### config.mk
export PLATFORM = sky130hd
export DESIGN_NAME = async_serial_rx_status_ctrl
export DESIGN_NICKNAME = d
export VERILOG_FILES = /design/src/async_serial_rx_status_ctrl.v
export VERILOG_INCLUDE_DIRS = /design/src
export SDC_FILE = /design/constraint.sdc
export NUM_CORES = 1
export LEC_CHECK = 0
export BUFFER_PORTS_ARGS = -buffer_cell sky130_fd_sc_hd__buf_2
export CORE_MARGIN = 2
export CORE_UTILIZATION = 40
export CTS_BUF_LIST = sky130_fd_sc_hd__clkbuf_16
export DETAILED_ROUTE_END_ITERATION = 8
export MAX_ROUTING_LAYER = met4
export PLACE_DENSITY_LB_ADDON = 0.05
export SETUP_SLACK_MARGIN = 0.15
export SYNTH_ARGS = -nofsm -noshare
export SYNTH_HDL_FRONTEND = slang
export SYNTH_SLANG_ARGS = --single-unit
### constraint.sdc
create_clock -name CLK -period 5.7 [get_ports CLK]
set_input_delay 0.285 -clock CLK [delete_from_list [all_inputs] [get_ports CLK]]
set_output_delay 0.285 -clock CLK [all_outputs]
set_load 0.1 [all_outputs]
### src/serial_regs.vh
`ifndef SERIAL_REGS_VH
`define SERIAL_REGS_VH
// ------------------------------
// register byte addresses
// ------------------------------
`define A_STAT 8'h00
`define A_DATA 8'h04
`define A_CR1 8'h08
`define A_CR2 8'h0c
`define A_BAUD 8'h10
// ------------------------------
// reset values
// ------------------------------
`define STAT_RST 8'hc0
`define BAUD_RST 16'h0036
// ------------------------------
// status bits
// ------------------------------
`define B_TXE 7
`define B_TXD 6
`define B_RXF 5
`define B_IDL 4
`define B_OVR 3
`define B_NSE 2
`define B_FRM 1
`define B_PAR 0
// ------------------------------
// control one bits
// ------------------------------
`define B_RX9 7
`define B_TX9 6
`define B_LPO 5
`define B_WLN 4
`define B_WAK 3
`define B_PEN 2
`define B_POD 1
`define B_PIE 0
// ------------------------------
// control two bits
// ------------------------------
`define B_TIE 7
`define B_TCI 6
`define B_RIE 5
`define B_ILI 4
`define B_TEN 3
`define B_REN 2
`define B_RWU 1
`define B_SBK 0
// ------------------------------
// sample indexes (number minus one)
// ------------------------------
`define SN3 4'h2
`define SN5 4'h4
`define SN7 4'h6
`define SN8 4'h7
`define SN9 4'h8
`define SN10 4'h9
`define SLAST 4'hf
// idle threshold in samples: frame bits times 16
`define IDLE8 8'ha0
`define IDLE9 8'hb0
`endif

### src/async_serial_rx_status_ctrl.v
// The APB interface to the registers and the register addresses were left to the implementer.
`include "serial_regs.vh"
`default_nettype none
module async_serial_rx_status_ctrl #(
    parameter DIV_W = 16
) (
    input wire CLK,
    input wire RST_B,
    input wire PSEL,
    input wire PENABLE,
    input wire PWRITE,
    input wire [7:0] PADDR,
    input wire [31:0] PWDATA,
    output reg [31:0] PRDATA,
    output reg PREADY,
    output reg PSLVERR,
    input wire RXD,
    output reg TXD,
    output reg IRQ,
    output reg WAKE,
    input wire IRQ_MASK,
    input wire HALT
);
// ------------------------------
// state
// ------------------------------
reg txe_q, txd_q, rxf_q, idl_q, ovr_q, nse_q, frm_q, par_q;
reg rx9_q, tx9_q, lpo_q, wln_q, wak_q, pen_q, pod_q, pie_q;
reg tie_q, tci_q, rie_q, ili_q, ten_q, ren_q, rwu_q, sbk_q;
reg [DIV_W-1:0] baud_q, div_q;
reg tick_q, seen_q, ten_d1_q, pre_q, idle_arm_q;
reg [7:0] thold_q, rhold_q, idle_cnt_q;
reg tx_busy_q, tx_dat_q;
reg [10:0] tx_sh_q;
reg [3:0] tx_bits_q, tx_sub_q;
reg rx_busy_q, rx_wln_q, rx_pen_q, rx_pod_q, rx_nse_q, s8_q, s9_q;
reg [3:0] rx_sub_q, rx_bit_q;
reg [8:0] rx_sh_q;
reg [2:0] hist_q;
reg [31:0] rdata;
// ------------------------------
// bus decode
// ------------------------------
wire setup = PSEL & ~PENABLE;
wire acc = PSEL & PENABLE & PREADY;
wire wr = acc & PWRITE;
wire rd = acc & ~PWRITE;
wire h_st = PADDR == `A_STAT;
wire h_da = PADDR == `A_DATA;
wire h_c1 = PADDR == `A_CR1;
wire h_c2 = PADDR == `A_CR2;
wire h_bd = PADDR == `A_BAUD;
wire mapped = h_st | h_da | h_c1 | h_c2 | h_bd;
// halt stops every bit-time event while the bus stays alive
wire t = tick_q & ~HALT;
wire run = ~HALT & ~(lpo_q & ~tx_busy_q & ~rx_busy_q);
// ------------------------------
// transmit frame build
// ------------------------------
wire [8:0] tw = {tx9_q, thold_q};
wire tp9 = ^thold_q ^ pod_q;
wire tp8 = ^thold_q[6:0] ^ pod_q;
reg [8:0] tword;
always @*
begin
    tword = tw;
    if (pen_q & wln_q)
    begin
        tword[8] = tp9;
    end
    else if (pen_q)
    begin
        tword[7] = tp8;
    end
end
wire [10:0] tframe = wln_q ? {1'b1, tword, 1'b0} : {2'b11, tword[7:0], 1'b0};
wire tx_go = t & ~tx_busy_q & ten_q & ~lpo_q;
wire tx_end = t & tx_busy_q & (tx_sub_q == `SLAST) & (tx_bits_q == 4'h1);
// ------------------------------
// receive sampling
// ------------------------------
wire maj = (s8_q & s9_q) | (s8_q & RXD) | (s9_q & RXD);
wire dis = ~((s8_q == s9_q) & (s9_q == RXD));
wire [3:0] last_bit = rx_wln_q ? 4'ha : 4'h9;
wire at10 = t & rx_busy_q & (rx_sub_q == `SN10);
wire stop_done = at10 & (rx_bit_q == last_bit);
wire [8:0] rword = rx_wln_q ? rx_sh_q : {1'b0, rx_sh_q[8:1]};
wire rpe = rx_pen_q & (^rword ^ rx_pod_q);
wire addr_mark = rx_sh_q[8];
wire [7:0] idle_thr = wln_q ? `IDLE9 : `IDLE8;
wire idle_hit = t & ~rx_busy_q & RXD & (idle_cnt_q == idle_thr - 8'h01);
// ------------------------------
// read mux
// ------------------------------
always @*
begin
    rdata = 32'h0;
    if (h_st)
    begin
        rdata[7:0] = {txe_q, txd_q, rxf_q, idl_q, ovr_q, nse_q, frm_q, par_q};
    end
    else if (h_da)
    begin
        rdata[7:0] = rhold_q;
    end
    else if (h_c1)
    begin
        rdata[7:0] = {rx9_q, tx9_q, lpo_q, wln_q, wak_q, pen_q, pod_q, pie_q};
    end
    else if (h_c2)
    begin
        rdata[7:0] = {tie_q, tci_q, rie_q, ili_q, ten_q, ren_q, rwu_q, sbk_q};
    end
    else if (h_bd)
    begin
        rdata[DIV_W-1:0] = baud_q;
    end
end
// ------------------------------
// interrupt request
// ------------------------------
wire irq_d = ((txe_q & tie_q) | (txd_q & tci_q)
    | ((rxf_q | ovr_q) & rie_q & ~rwu_q)
    | (idl_q & ili_q) | (par_q & pie_q)) & ~IRQ_MASK;
// ------------------------------
// registers
// ------------------------------
always @(posedge CLK or negedge RST_B)
begin
    if (!RST_B)
    begin
        PRDATA <= 32'h0;
        PREADY <= 1'b0;
        PSLVERR <= 1'b0;
        TXD <= 1'b1;
        IRQ <= 1'b0;
        WAKE <= 1'b0;
        {txe_q, txd_q, rxf_q, idl_q, ovr_q, nse_q, frm_q, par_q} <= `STAT_RST;
        {rx9_q, tx9_q, lpo_q, wln_q, wak_q, pen_q, pod_q, pie_q} <= 8'h00;
        {tie_q, tci_q, rie_q, ili_q, ten_q, ren_q, rwu_q, sbk_q} <= 8'h00;
        baud_q <= `BAUD_RST;
        div_q <= {DIV_W{1'b0}};
        tick_q <= 1'b0;
        seen_q <= 1'b0;
        ten_d1_q <= 1'b0;
        pre_q <= 1'b0;
        idle_arm_q <= 1'b1;
        thold_q <= 8'h00;
        rhold_q <= 8'h00;
        idle_cnt_q <= 8'h00;
        tx_busy_q <= 1'b0;
        tx_dat_q <= 1'b0;
        tx_sh_q <= 11'h7ff;
        tx_bits_q <= 4'h0;
        tx_sub_q <= 4'h0;
        rx_busy_q <= 1'b0;
        {rx_wln_q, rx_pen_q, rx_pod_q, rx_nse_q, s8_q, s9_q} <= 6'h00;
        rx_sub_q <= 4'h0;
        rx_bit_q <= 4'h0;
        rx_sh_q <= 9'h000;
        hist_q <= 3'h0;
    end
    else
    begin
        // bus slave: one wait-free access, read data captured in setup, write data in access
        PREADY <= setup;
        PSLVERR <= setup & ~mapped;
        PRDATA <= (setup & ~PWRITE) ? rdata : 32'h0;
        IRQ <= irq_d;
        WAKE <= irq_d & ~HALT;
        TXD <= tx_busy_q ? tx_sh_q[0] : 1'b1;
        // sample tick prescaler, frozen in halt, and in low power once transmitter and receiver are both idle
        if (run)
        begin
            div_q <= (div_q == {DIV_W{1'b0}}) ? baud_q : div_q - 1'b1;
        end
        tick_q <= run & (div_q == {DIV_W{1'b0}});
        // software side: clears come first so that hardware sets win
        if (acc & h_st)
        begin
            seen_q <= 1'b1;
        end
        if (acc & h_da)
        begin
            seen_q <= 1'b0;
            if (seen_q)
            begin
                par_q <= 1'b0;
            end
        end
        if (rd & h_da & seen_q)
        begin
            {rxf_q, idl_q, ovr_q, nse_q, frm_q} <= 5'h00;
        end
        if (wr & h_da)
        begin
            thold_q <= PWDATA[7:0];
            if (seen_q)
            begin
                txe_q <= 1'b0;
                txd_q <= 1'b0;
            end
        end
        if (wr & h_c1)
        begin
            {tx9_q, lpo_q, wln_q, wak_q, pen_q, pod_q, pie_q} <= PWDATA[6:0];
        end
        if (wr & h_c2)
        begin
            {tie_q, tci_q, rie_q, ili_q, ten_q, ren_q, rwu_q, sbk_q} <= PWDATA[7:0];
        end
        if (wr & h_bd)
        begin
            baud_q <= PWDATA[DIV_W-1:0];
        end
        // transmitter
        ten_d1_q <= ten_q;
        if (ten_q & ~ten_d1_q)
        begin
            pre_q <= 1'b1;
        end
        if (tx_go & sbk_q)
        begin
            tx_busy_q <= 1'b1;
            tx_dat_q <= 1'b0;
            tx_sh_q <= 11'h000;
            tx_bits_q <= wln_q ? 4'hb : 4'ha;
            tx_sub_q <= 4'h0;
        end
        else if (tx_go & pre_q)
        begin
            pre_q <= 1'b0;
            tx_busy_q <= 1'b1;
            tx_dat_q <= 1'b0;
            tx_sh_q <= 11'h7ff;
            tx_bits_q <= wln_q ? 4'hb : 4'ha;
            tx_sub_q <= 4'h0;
        end
        else if (tx_go & ~txe_q)
        begin
            // format sampled here, so control changes apply next byte
            txe_q <= 1'b1;
            tx_busy_q <= 1'b1;
            tx_dat_q <= 1'b1;
            tx_sh_q <= tframe;
            tx_bits_q <= wln_q ? 4'hb : 4'ha;
            tx_sub_q <= 4'h0;
        end
        else if (t & tx_busy_q)
        begin
            tx_sub_q <= tx_sub_q + 4'h1;
            if (tx_sub_q == `SLAST)
            begin
                tx_sh_q <= {1'b1, tx_sh_q[10:1]};
                tx_bits_q <= tx_bits_q - 4'h1;
            end
            if (tx_end)
            begin
                tx_busy_q <= 1'b0;
                if (tx_dat_q)
                begin
                    txd_q <= 1'b1;
                end
            end
        end
        // receiver: history of the line for start edge checks
        if (t)
        begin
            hist_q <= {hist_q[1:0], RXD};
        end
        if (t & ~rx_busy_q)
        begin
            idle_cnt_q <= ~RXD ? 8'h00 :
                (idle_cnt_q == idle_thr) ? idle_cnt_q : idle_cnt_q + 8'h01;
            if (ren_q & ~RXD & (hist_q == 3'h7))
            begin
                // latch format per frame; mid-frame changes are ignored
                rx_busy_q <= 1'b1;
                rx_sub_q <= 4'h1;
                rx_bit_q <= 4'h0;
                rx_wln_q <= wln_q;
                rx_pen_q <= pen_q;
                rx_pod_q <= pod_q;
            end
        end
        if (idle_hit)
        begin
            if (rwu_q & ~wak_q)
            begin
                rwu_q <= 1'b0;
            end
            else if (idle_arm_q & ~rwu_q)
            begin
                idl_q <= 1'b1;
                idle_arm_q <= 1'b0;
            end
        end
        if (t & rx_busy_q)
        begin
            rx_sub_q <= rx_sub_q + 4'h1;
            if (rx_sub_q == `SN8)
            begin
                s8_q <= RXD;
            end
            if (rx_sub_q == `SN9)
            begin
                s9_q <= RXD;
            end
            if (rx_sub_q == `SLAST)
            begin
                rx_bit_q <= rx_bit_q + 4'h1;
            end
            if ((rx_bit_q == 4'h0) & RXD &
                ((rx_sub_q == `SN3) | (rx_sub_q == `SN5) | (rx_sub_q == `SN7)))
            begin
                rx_nse_q <= 1'b1;
            end
        end
        if (at10)
        begin
            if (rx_bit_q == 4'h0)
            begin
                if (s8_q | s9_q | RXD)
                begin
                    rx_nse_q <= 1'b1;
                end
                // false start: drop frame, keep noise pending for next word
                if (maj)
                begin
                    rx_busy_q <= 1'b0;
                end
            end
            else
            begin
                if (dis)
                begin
                    rx_nse_q <= 1'b1;
                end
                if (~stop_done)
                begin
                    rx_sh_q <= {maj, rx_sh_q[8:1]};
                end
            end
        end
        if (stop_done)
        begin
            rx_busy_q <= 1'b0;
            if (~rwu_q | (wak_q & addr_mark))
            begin
                rx_nse_q <= 1'b0;
                if (rwu_q)
                begin
                    rwu_q <= 1'b0;
                end
                if (rxf_q)
                begin
                    ovr_q <= 1'b1;
                end
                else
                begin
                    rhold_q <= rword[7:0];
                    if (rx_wln_q)
                    begin
                        rx9_q <= rword[8];
                    end
                    rxf_q <= 1'b1;
                    idle_arm_q <= 1'b1;
                    nse_q <= rx_nse_q | dis;
                    frm_q <= ~maj;
                    par_q <= rpe;
                end
            end
        end
    end
end
endmodule // async_serial_rx_status_ctrl
`default_nettype wire

==> results of run 1 <==
-- power breakdown --
part / internal, mW / switching [mW]
combinational: 0.0524 / 0.138
clock: 0.593 / 0.427
sequential: 1.13 / 0.0368
-- routing by layer --
metal / GRT usage [%] / up-vias / wire [um]
met1: 27.1 / 2708 / 9060
met3: 3.33 / 19 / 593
met5: - / - / 0
met4: 5.26 / 0 / 261
met2: 28.0 / 110 / 8150
li1: - / 2664 / -
-- stage by stage --
step	utilization, %	hold WS, ns	setup WS [ns]
after global placement	43.0	0.452	2.84
final	45.9	0.0482	3.14
after CTS	45.9	0.0733	3.12
after floorplan	-	-0.0106	3.38
after detailed placement	43.0	0.455	2.81
after global routing	45.9	0.0752	3.02
-- cells in the final DEF, fill, tap and decap left out, types with 8 or more instances in the layout --
| cell | count |
|---|---|
| dfstp_2 | 19 |
| buf_2 | 51 |
| nor2b_1 | 8 |
| o22ai_1 | 9 |
| a21oi_1 | 22 |
| mux2_2 | 51 |
| inv_1 | 35 |
| a2bb2oi_1 | 17 |
| nand3_1 | 15 |
| nor3_1 | 18 |
| and2_1 | 9 |
| nand2_1 | 79 |
| mux2i_1 | 25 |
| ha_1 | 16 |
| conb_1 | 16 |
| dfrtp_1 | 135 |
| xor2_1 | 8 |
| clkbuf_16 | 19 |
| xnor2_1 | 15 |
| o21ai_0 | 55 |
| nor2_1 | 45 |
-- path summary, 6_finish.rpt --
kind / endpoint / slack (ns) / depth (start not counted)
hold reg to reg: tx_sh_q[10] / 0.46 / 2
hold / removal: thold_q[4] / 0.05 / 1
setup reg to reg: rx9_q / 3.14 / 7
max in group asynchronous: idle_cnt_q[4] / 4.51 / 2
setup / recovery: rx9_q / 3.14 / 7
min in group CLK: PREADY / 0.09 / 2
-- registers in the layout, indices dropped and copies added, names as in the netlist, 3 cells and up --
signal and cells:
PRDATA 16, baud_q 16, div_q 16, tx_sh_q 11, rx_sh_q 9, idle_cnt_q 8, rhold_q 8, thold_q 8
rx_bit_q 4, rx_sub_q 4, tx_bits_q 4, tx_sub_q 4, hist_q 3
-- cells in the mapped netlist (all sizes together) (3+ instances only) --
cell type / count / share of area (%)
inv: 31 / 1.5
or3: 6 / 0.55
nor2b: 8 / 0.65
nand3: 15 / 0.98
nor2: 45 / 2.2
mux2i: 25 / 3.3
ha: 16 / 2.6
xor2: 8 / 0.91
o211ai: 3 / 0.29
and2: 9 / 0.73
a2bb2oi: 17 / 1.9
nor3b: 5 / 0.49
dfstp: 19 / 6.5
nand2b: 4 / 0.33
dfrtp: 135 / 44
nand4: 6 / 0.49
nor3: 18 / 1.2
o22ai: 9 / 0.73
o31ai: 7 / 0.68
a22o: 7 / 0.80
o21ai: 56 / 3.7
buf: 27 / 2.6
clkbuf: 15 / 0.73
nand2: 80 / 3.9
a31oi: 3 / 0.24
mux2: 51 / 7.5
a21oi: 24 / 1.7
xnor2: 15 / 1.7
nand4b: 3 / 0.34
nand3b: 6 / 0.59
o41ai: 3 / 0.34
or2: 4 / 0.33
nor4: 8 / 0.85
a22oi: 5 / 0.49
-- worst register-to-register path: cells and delay by family (launching register included) --
kind                       cells  cell delay, ns
DFF                            1            0.43
buffers and inverters          1            0.10
and+or+nand+nor                4            1.43
adders and majority gates      1            0.14
muxes                          1            0.35
-- layout make-up --
| type | instances | area, um2 |
|---|---|---|
| fillers | 1784 | 10200 |
| inverters | 32 | 120 |
| clock buffers | 19 | 475 |
| repair buffers | 57 | 304 |
| clock inverters | 13 | 60.1 |
| multi-input cells | 515 | 3480 |
| well taps | 234 | 293 |
| flip-flops and latches | 154 | 3880 |
-- cell families after synthesis --
kind of cell | after synthesis
xor+xnor | 24
fa+ha+maj | 16
flops | 154
other cells | 1
buf+inv | 74
mux | 76
compound gates | 153
simple gates | 230
==> run summary, run 1 <==
Crit share post-route -> 44.9%
# IOs -> 85
Setup crit start -> rx_sub_q[1]
Mux share of post-synthesis cell area -> 10.7%
CP arrival -> 2.86 ns
Worst-Margin Slew -> 1.03 ns
VDD IR max -> 0.000183 V
Standard-cell rows -> 50
Buffer count from post-CTS setup fixing -> 0
Htree depth -> 4
Final Hold Viols -> 0
# diodes -> 0
Post-synthesis cell type count -> 73
Maximum net fanout on the critical path -> 25
Final global-route overflow total -> 0
Maxcap violations -> 0
Initial antenna violation count -> 0
DIE AREA -> 20300 um2
Slowest cell delay on critical path -> 0.87 ns
Clock Latency Late Sink -> 0.41 ns
1st-iter DRT viols -> 269
Core area -> 18800 um2
Placed Cells -> 992
Final critical-path required period -> 2.56 ns
Synth Instances -> 728
Die height -> 142 um
DP Wirelength -> 12.8 mm
Synth Area in Adders -> 2.61%
XOR/XNOR share of the synthesized area -> 2.92%
Non-Filler Instances -> 1024
Final setup violation count -> 0
Most used cell, CP -> nor2_1
Post-CTS Hold Buffers -> 0
Peak Freq -> 391 MHz
Pwr Total -> 2.37 mW
Crit-path cells -> inv_1, ha_1, nand3b_1, nor2_1, or4b_2, nor2_1, mux2_2
RSZ-0062 raised after global routing -> false
Detailed-route via count -> 5501
Largest net degree at the start of global routing -> 115
Synth Warn # -> 0
Kind of critical path -> flip-flop to flip-flop
First-pass GRT wire length -> 29.2 mm
Vias in the first global route -> 5348
Total wire length -> 18.1 mm
Pwr/cell area -> 276 nW/um2
CTS Buf Count -> 17
Startpoint Class -> flip-flop
Cell area after synthesis -> 7670 um2
Drt first pass iters -> 5
Slowest cell on crit path -> or4b_2
Area post-placement -> 8070 um2
Outcome -> completed
Sinks on Clock Net -> 154
Complex-gate fraction of the synthesized area -> 13.1%
WP buf/inv -> 1
Gpl congestion -> 0.864
Cell area after layout -> 8610 um2
Nets -> 841
Family with the most delay on the worst path -> simple AND/OR/NAND/NOR gates
Seq/Total Area, Yosys -> 50.5%
Post-Syn Area per Cell -> 10.5 um2
Clock Skew -> 0.00889 ns
WP data required -> 6.00 ns
Synth Area in Simple Gates -> 15.2%
Share of layout cells above drive strength 1 -> 20.5%
Worst reg2reg path startpoint -> rx_sub_q[1]
Flops & latches, synth -> 154
DRC -> 0
Die X -> 142 um
Routed Antenna Nets -> 0
Clk root buf -> clkbuf_16
TritonCTS clock tree -> yes
EDFF count, synth -> 0
Via density -> 5.37
Port buffer count -> 52
Worst Setup End Kind -> flip-flop
Post-route setup TNS -> 0 ns
Resized Gates After CTS -> 0
Main combinational cell family by area after synthesis -> simple AND/OR/NAND/NOR gates
Most used flip-flop cell after synthesis -> dfrtp_1
Max-slew headroom -> 31.3%
Fraction of registers with async set/reset -> 100%
Initial Util -> 40.9%
Tightest Hold Check Type -> primary input to async pin
Area Growth Syn to Fin -> 12.2%
Leak pwr -> 4.05 nW
Aggregate global-route resource usage -> 19.0%
Clock-pin slew on the worst setup and hold paths -> 0.06 ns
Max-slew violations -> 0
WL/cell -> 17.6 um
Bufs on Longest Clock Path -> 2
(Power assumes the default switching activity.)
==> inputs of run 2 (changes only) <==
- clock period: 5.7 -> 2.5 ns (I/O delays scaled with it)
==> run 2 against run 1 <==
  * Cell area increased by 3.6%
  * First-iteration DRC count increased by 34%
  * Power increased by 130%
  * Setup slack got worse by 2.9 ns
  * Largest power group unchanged
  * Global-route usage increased by 1.0 points
  * Register-to-register slack got worse by 2.9 ns
  * Clock power increased by 140%
==> run summary, run 2 (same netlist as run 1, synthesis figures left out) <==
# IOs -> 85 (unchanged)
Total wire length -> 18.8 mm (+3.8%)
Clock Latency Late Sink -> 0.42 ns (about the same)
DIE AREA -> 20300 um2 (unchanged)
Comb power frac -> 8.7% (+0.7 points)
VDD IR max -> 0.000366 V (+100%)
Routed Antenna Nets -> 0 (unchanged)
Core area -> 18800 um2 (unchanged)
DRC -> 0 (unchanged)
CP arrival -> 2.55 ns (-0.31 ns)
NetSw -> 1.40 mW (+130%)
# fillers -> 1772 (-0.67%)
Max-slew violations -> 0 (unchanged)
Buffer count from post-CTS setup fixing -> 0 (unchanged)
Gpl congestion -> 0.879 (+1.7%)
Clk root buf -> clkbuf_16
Outcome -> completed
Sinks on Clock Net -> 154 (unchanged)
1st-iter DRT viols -> 360 (+34%)
Maximum net fanout on the critical path -> 19 (-24%)
Crit share post-route -> 88.7% (+44 points)
Clock-pin slew on the worst setup and hold paths -> 0.06 ns (about the same)
Largest net degree at the start of global routing -> 67 (-42%)
Detailed-route via count -> 5655 (+2.8%)
Final critical-path required period -> 2.22 ns (-0.344 ns)
RSZ-0062 raised after global routing -> false
Final WS setup -> 0.283 ns (-2.86 ns)
Area of the multi-input gates -> 3480 um2 (about the same)
Final Hold Viols -> 0 (unchanged)
Largest regs -> PRDATA (16), baud_q (16), div_q (16)
Via density -> 5.35 (-0.41%)
First-pass GRT wire length -> 30.7 mm (+5.1%)
Critical path endpoint -> div_q[8]
CTS Buf Count -> 17 (unchanged)
Vias in the first global route -> 5661 (+5.9%)
Worst Setup End Kind -> flip-flop
Aggregate global-route resource usage -> 20.0% (+1.0 points)
# diodes -> 0 (unchanged)
Leak pwr -> 4.22 nW (+4.1%)
Die height -> 142 um (unchanged)
Final setup violation count -> 0 (unchanged)
Switch share -> 25.2% (-0.16 points)
Kind of critical path -> flip-flop to flip-flop
R2R cell count -> 5 (-2)
R2R setup slack -> 0.28 ns (-2.86 ns)
WP data required -> 2.83 ns (-3.17 ns)
Reg area -> 3880 um2 (unchanged)
Bufs on Longest Clock Path -> 2 (unchanged)
Crit-path cells -> or3_4, or3_1, or2_2, a211o_1, a22oi_1
Pre-CTS WS -> 0.217 ns (-2.59 ns)
Htree depth -> 4 (unchanged)
Die X -> 142 um (unchanged)
Internal -> 4.15 mW (+130%)
Clock Skew -> 0.00814 ns (-0.000746 ns)
WL/cell -> 17.7 um (+0.57%)
Tightest Hold Check Type -> primary input to flip-flop
Standard-cell rows -> 50 (unchanged)
Worst reg2reg path startpoint -> div_q[7]
Maxcap violations -> 0 (unchanged)
Startpoint Class -> flip-flop
Pwr/cell area -> 622 nW/um2 (+130%)
Port buffer count -> 52 (unchanged)
Setup crit start -> div_q[7]
TritonCTS clock tree -> yes
Commonest non-fill, non-tap cell in the layout -> dfrtp_1
Share of layout cells above drive strength 1 -> 22.6% (+2.1 points)
Clock power share -> 43.5% (+0.5 points)
Worst-Margin Slew -> 0.748 ns (-0.283 ns)
Max-slew headroom -> 50.2% (+19 points)
Sequential Power Share -> 47.9% (-1.1 points)
Commonest non-fill, non-tap cells in the layout -> dfrtp_1, nand2_1, o21ai_0
Slowest cell delay on critical path -> 0.49 ns (-0.38 ns)
Worst reg2reg path endpoint -> div_q[8]
Nets -> 875 (+4.0%)
DP Wirelength -> 13.4 mm (+5.1%)
Slowest cell on crit path -> or2_2
Initial Util -> 40.9% (unchanged)
Drt first pass iters -> 5 (unchanged)
Area Growth Syn to Fin -> 16.2%
Initial antenna violation count -> 0 (unchanged)
Peak Freq -> 451 MHz (+15%)
Post-route setup TNS -> 0 ns (unchanged)
Final global-route overflow total -> 0 (unchanged)
[run 2: cell count changes in the layout (fill, tap and decap cells not counted), sizes merged]
cell	before	now
clkinv	9	8
buf	57	78
bufinv	0	2
dlygate4sd3	0	13
clkbuf	19	17
[run 2: timing repair]
| action | in CTS | in global routing |
|---|---|---|
| gates resized for setup | 0 | 2 |
| hold buffers | 13 | 0 |
| endpoints found under the setup margin | 0 | 5 |
| hold endpoints to repair | 63 | 0 |
[run 2: worst max-delay path: cells and delay by family, from the launching register on]
kind               cells  cell delay [ns]
DFF                    1             0.44
and+or+nand+nor        3             1.25
AOI/OAI and AO/OA      2             0.45
[run 2: power by group through the flow]
stage               Sequential [mW]  Clock [mW]  Combinational [mW]
finish                         2.66        2.41               0.481
global route                   2.67        2.60               0.527
CTS                            2.65        2.49               0.483
detailed placement             2.69           0               0.465
global placement               2.69           0               0.453
floorplan                      2.69           0               0.308
[run 2: worst min-delay path by stage]
stage,cells past startpoint,startpoint,end,slack [ns]
floorplan,0,RST_B,IRQ,-0.17
global placement,1,RST_B,tx_bits_q[2],0.17
detailed placement,1,RST_B,tx_bits_q[2],0.17
CTS,2,PWDATA[6],tci_q,0.008
global route,2,PWDATA[0],thold_q[0],0.01
finish,2,PWDATA[4],wln_q,0.03
[run 2: through the flow]
step / util (%) / total power, mW / cells / hold WS [ns] / cell area [um2]
after global routing: 47.5 / 5.79 / 1057 / 0.0126 / 8920
after global placement: 43.9 / 3.14 / 1013 / 0.168 / 8240
after CTS: 47.5 / 5.62 / 1057 / 0.00808 / 8920
after detailed placement: 43.9 / 3.16 / 1013 / 0.173 / 8240
final: 47.5 / 5.55 / 1057 / 0.0331 / 8920
after floorplan: - / 3.00 / 743 / -0.171 / 7730
[run 2: cell type report]
cell class / count / area share [%]
sequential: 154 / 43.5
multi-input combinational: 515 / 39.0
timing repair buffer: 91 / 6.78
clock buffer: 17 / 4.77
tap: 234 / 3.28
inverter: 32 / 1.35
clock inverter: 14 / 1.32
[run 2: per-layer routing]
metal	wire, um	vias to the layer above	track usage, %	share of wire, %
met1	9150	2825	27.9	49
met2	8740	98	30.2	47
met5	0	-	-	0
met3	712	10	4.41	3.8
met4	150	0	4.27	0.80
li1	-	2722	-	-
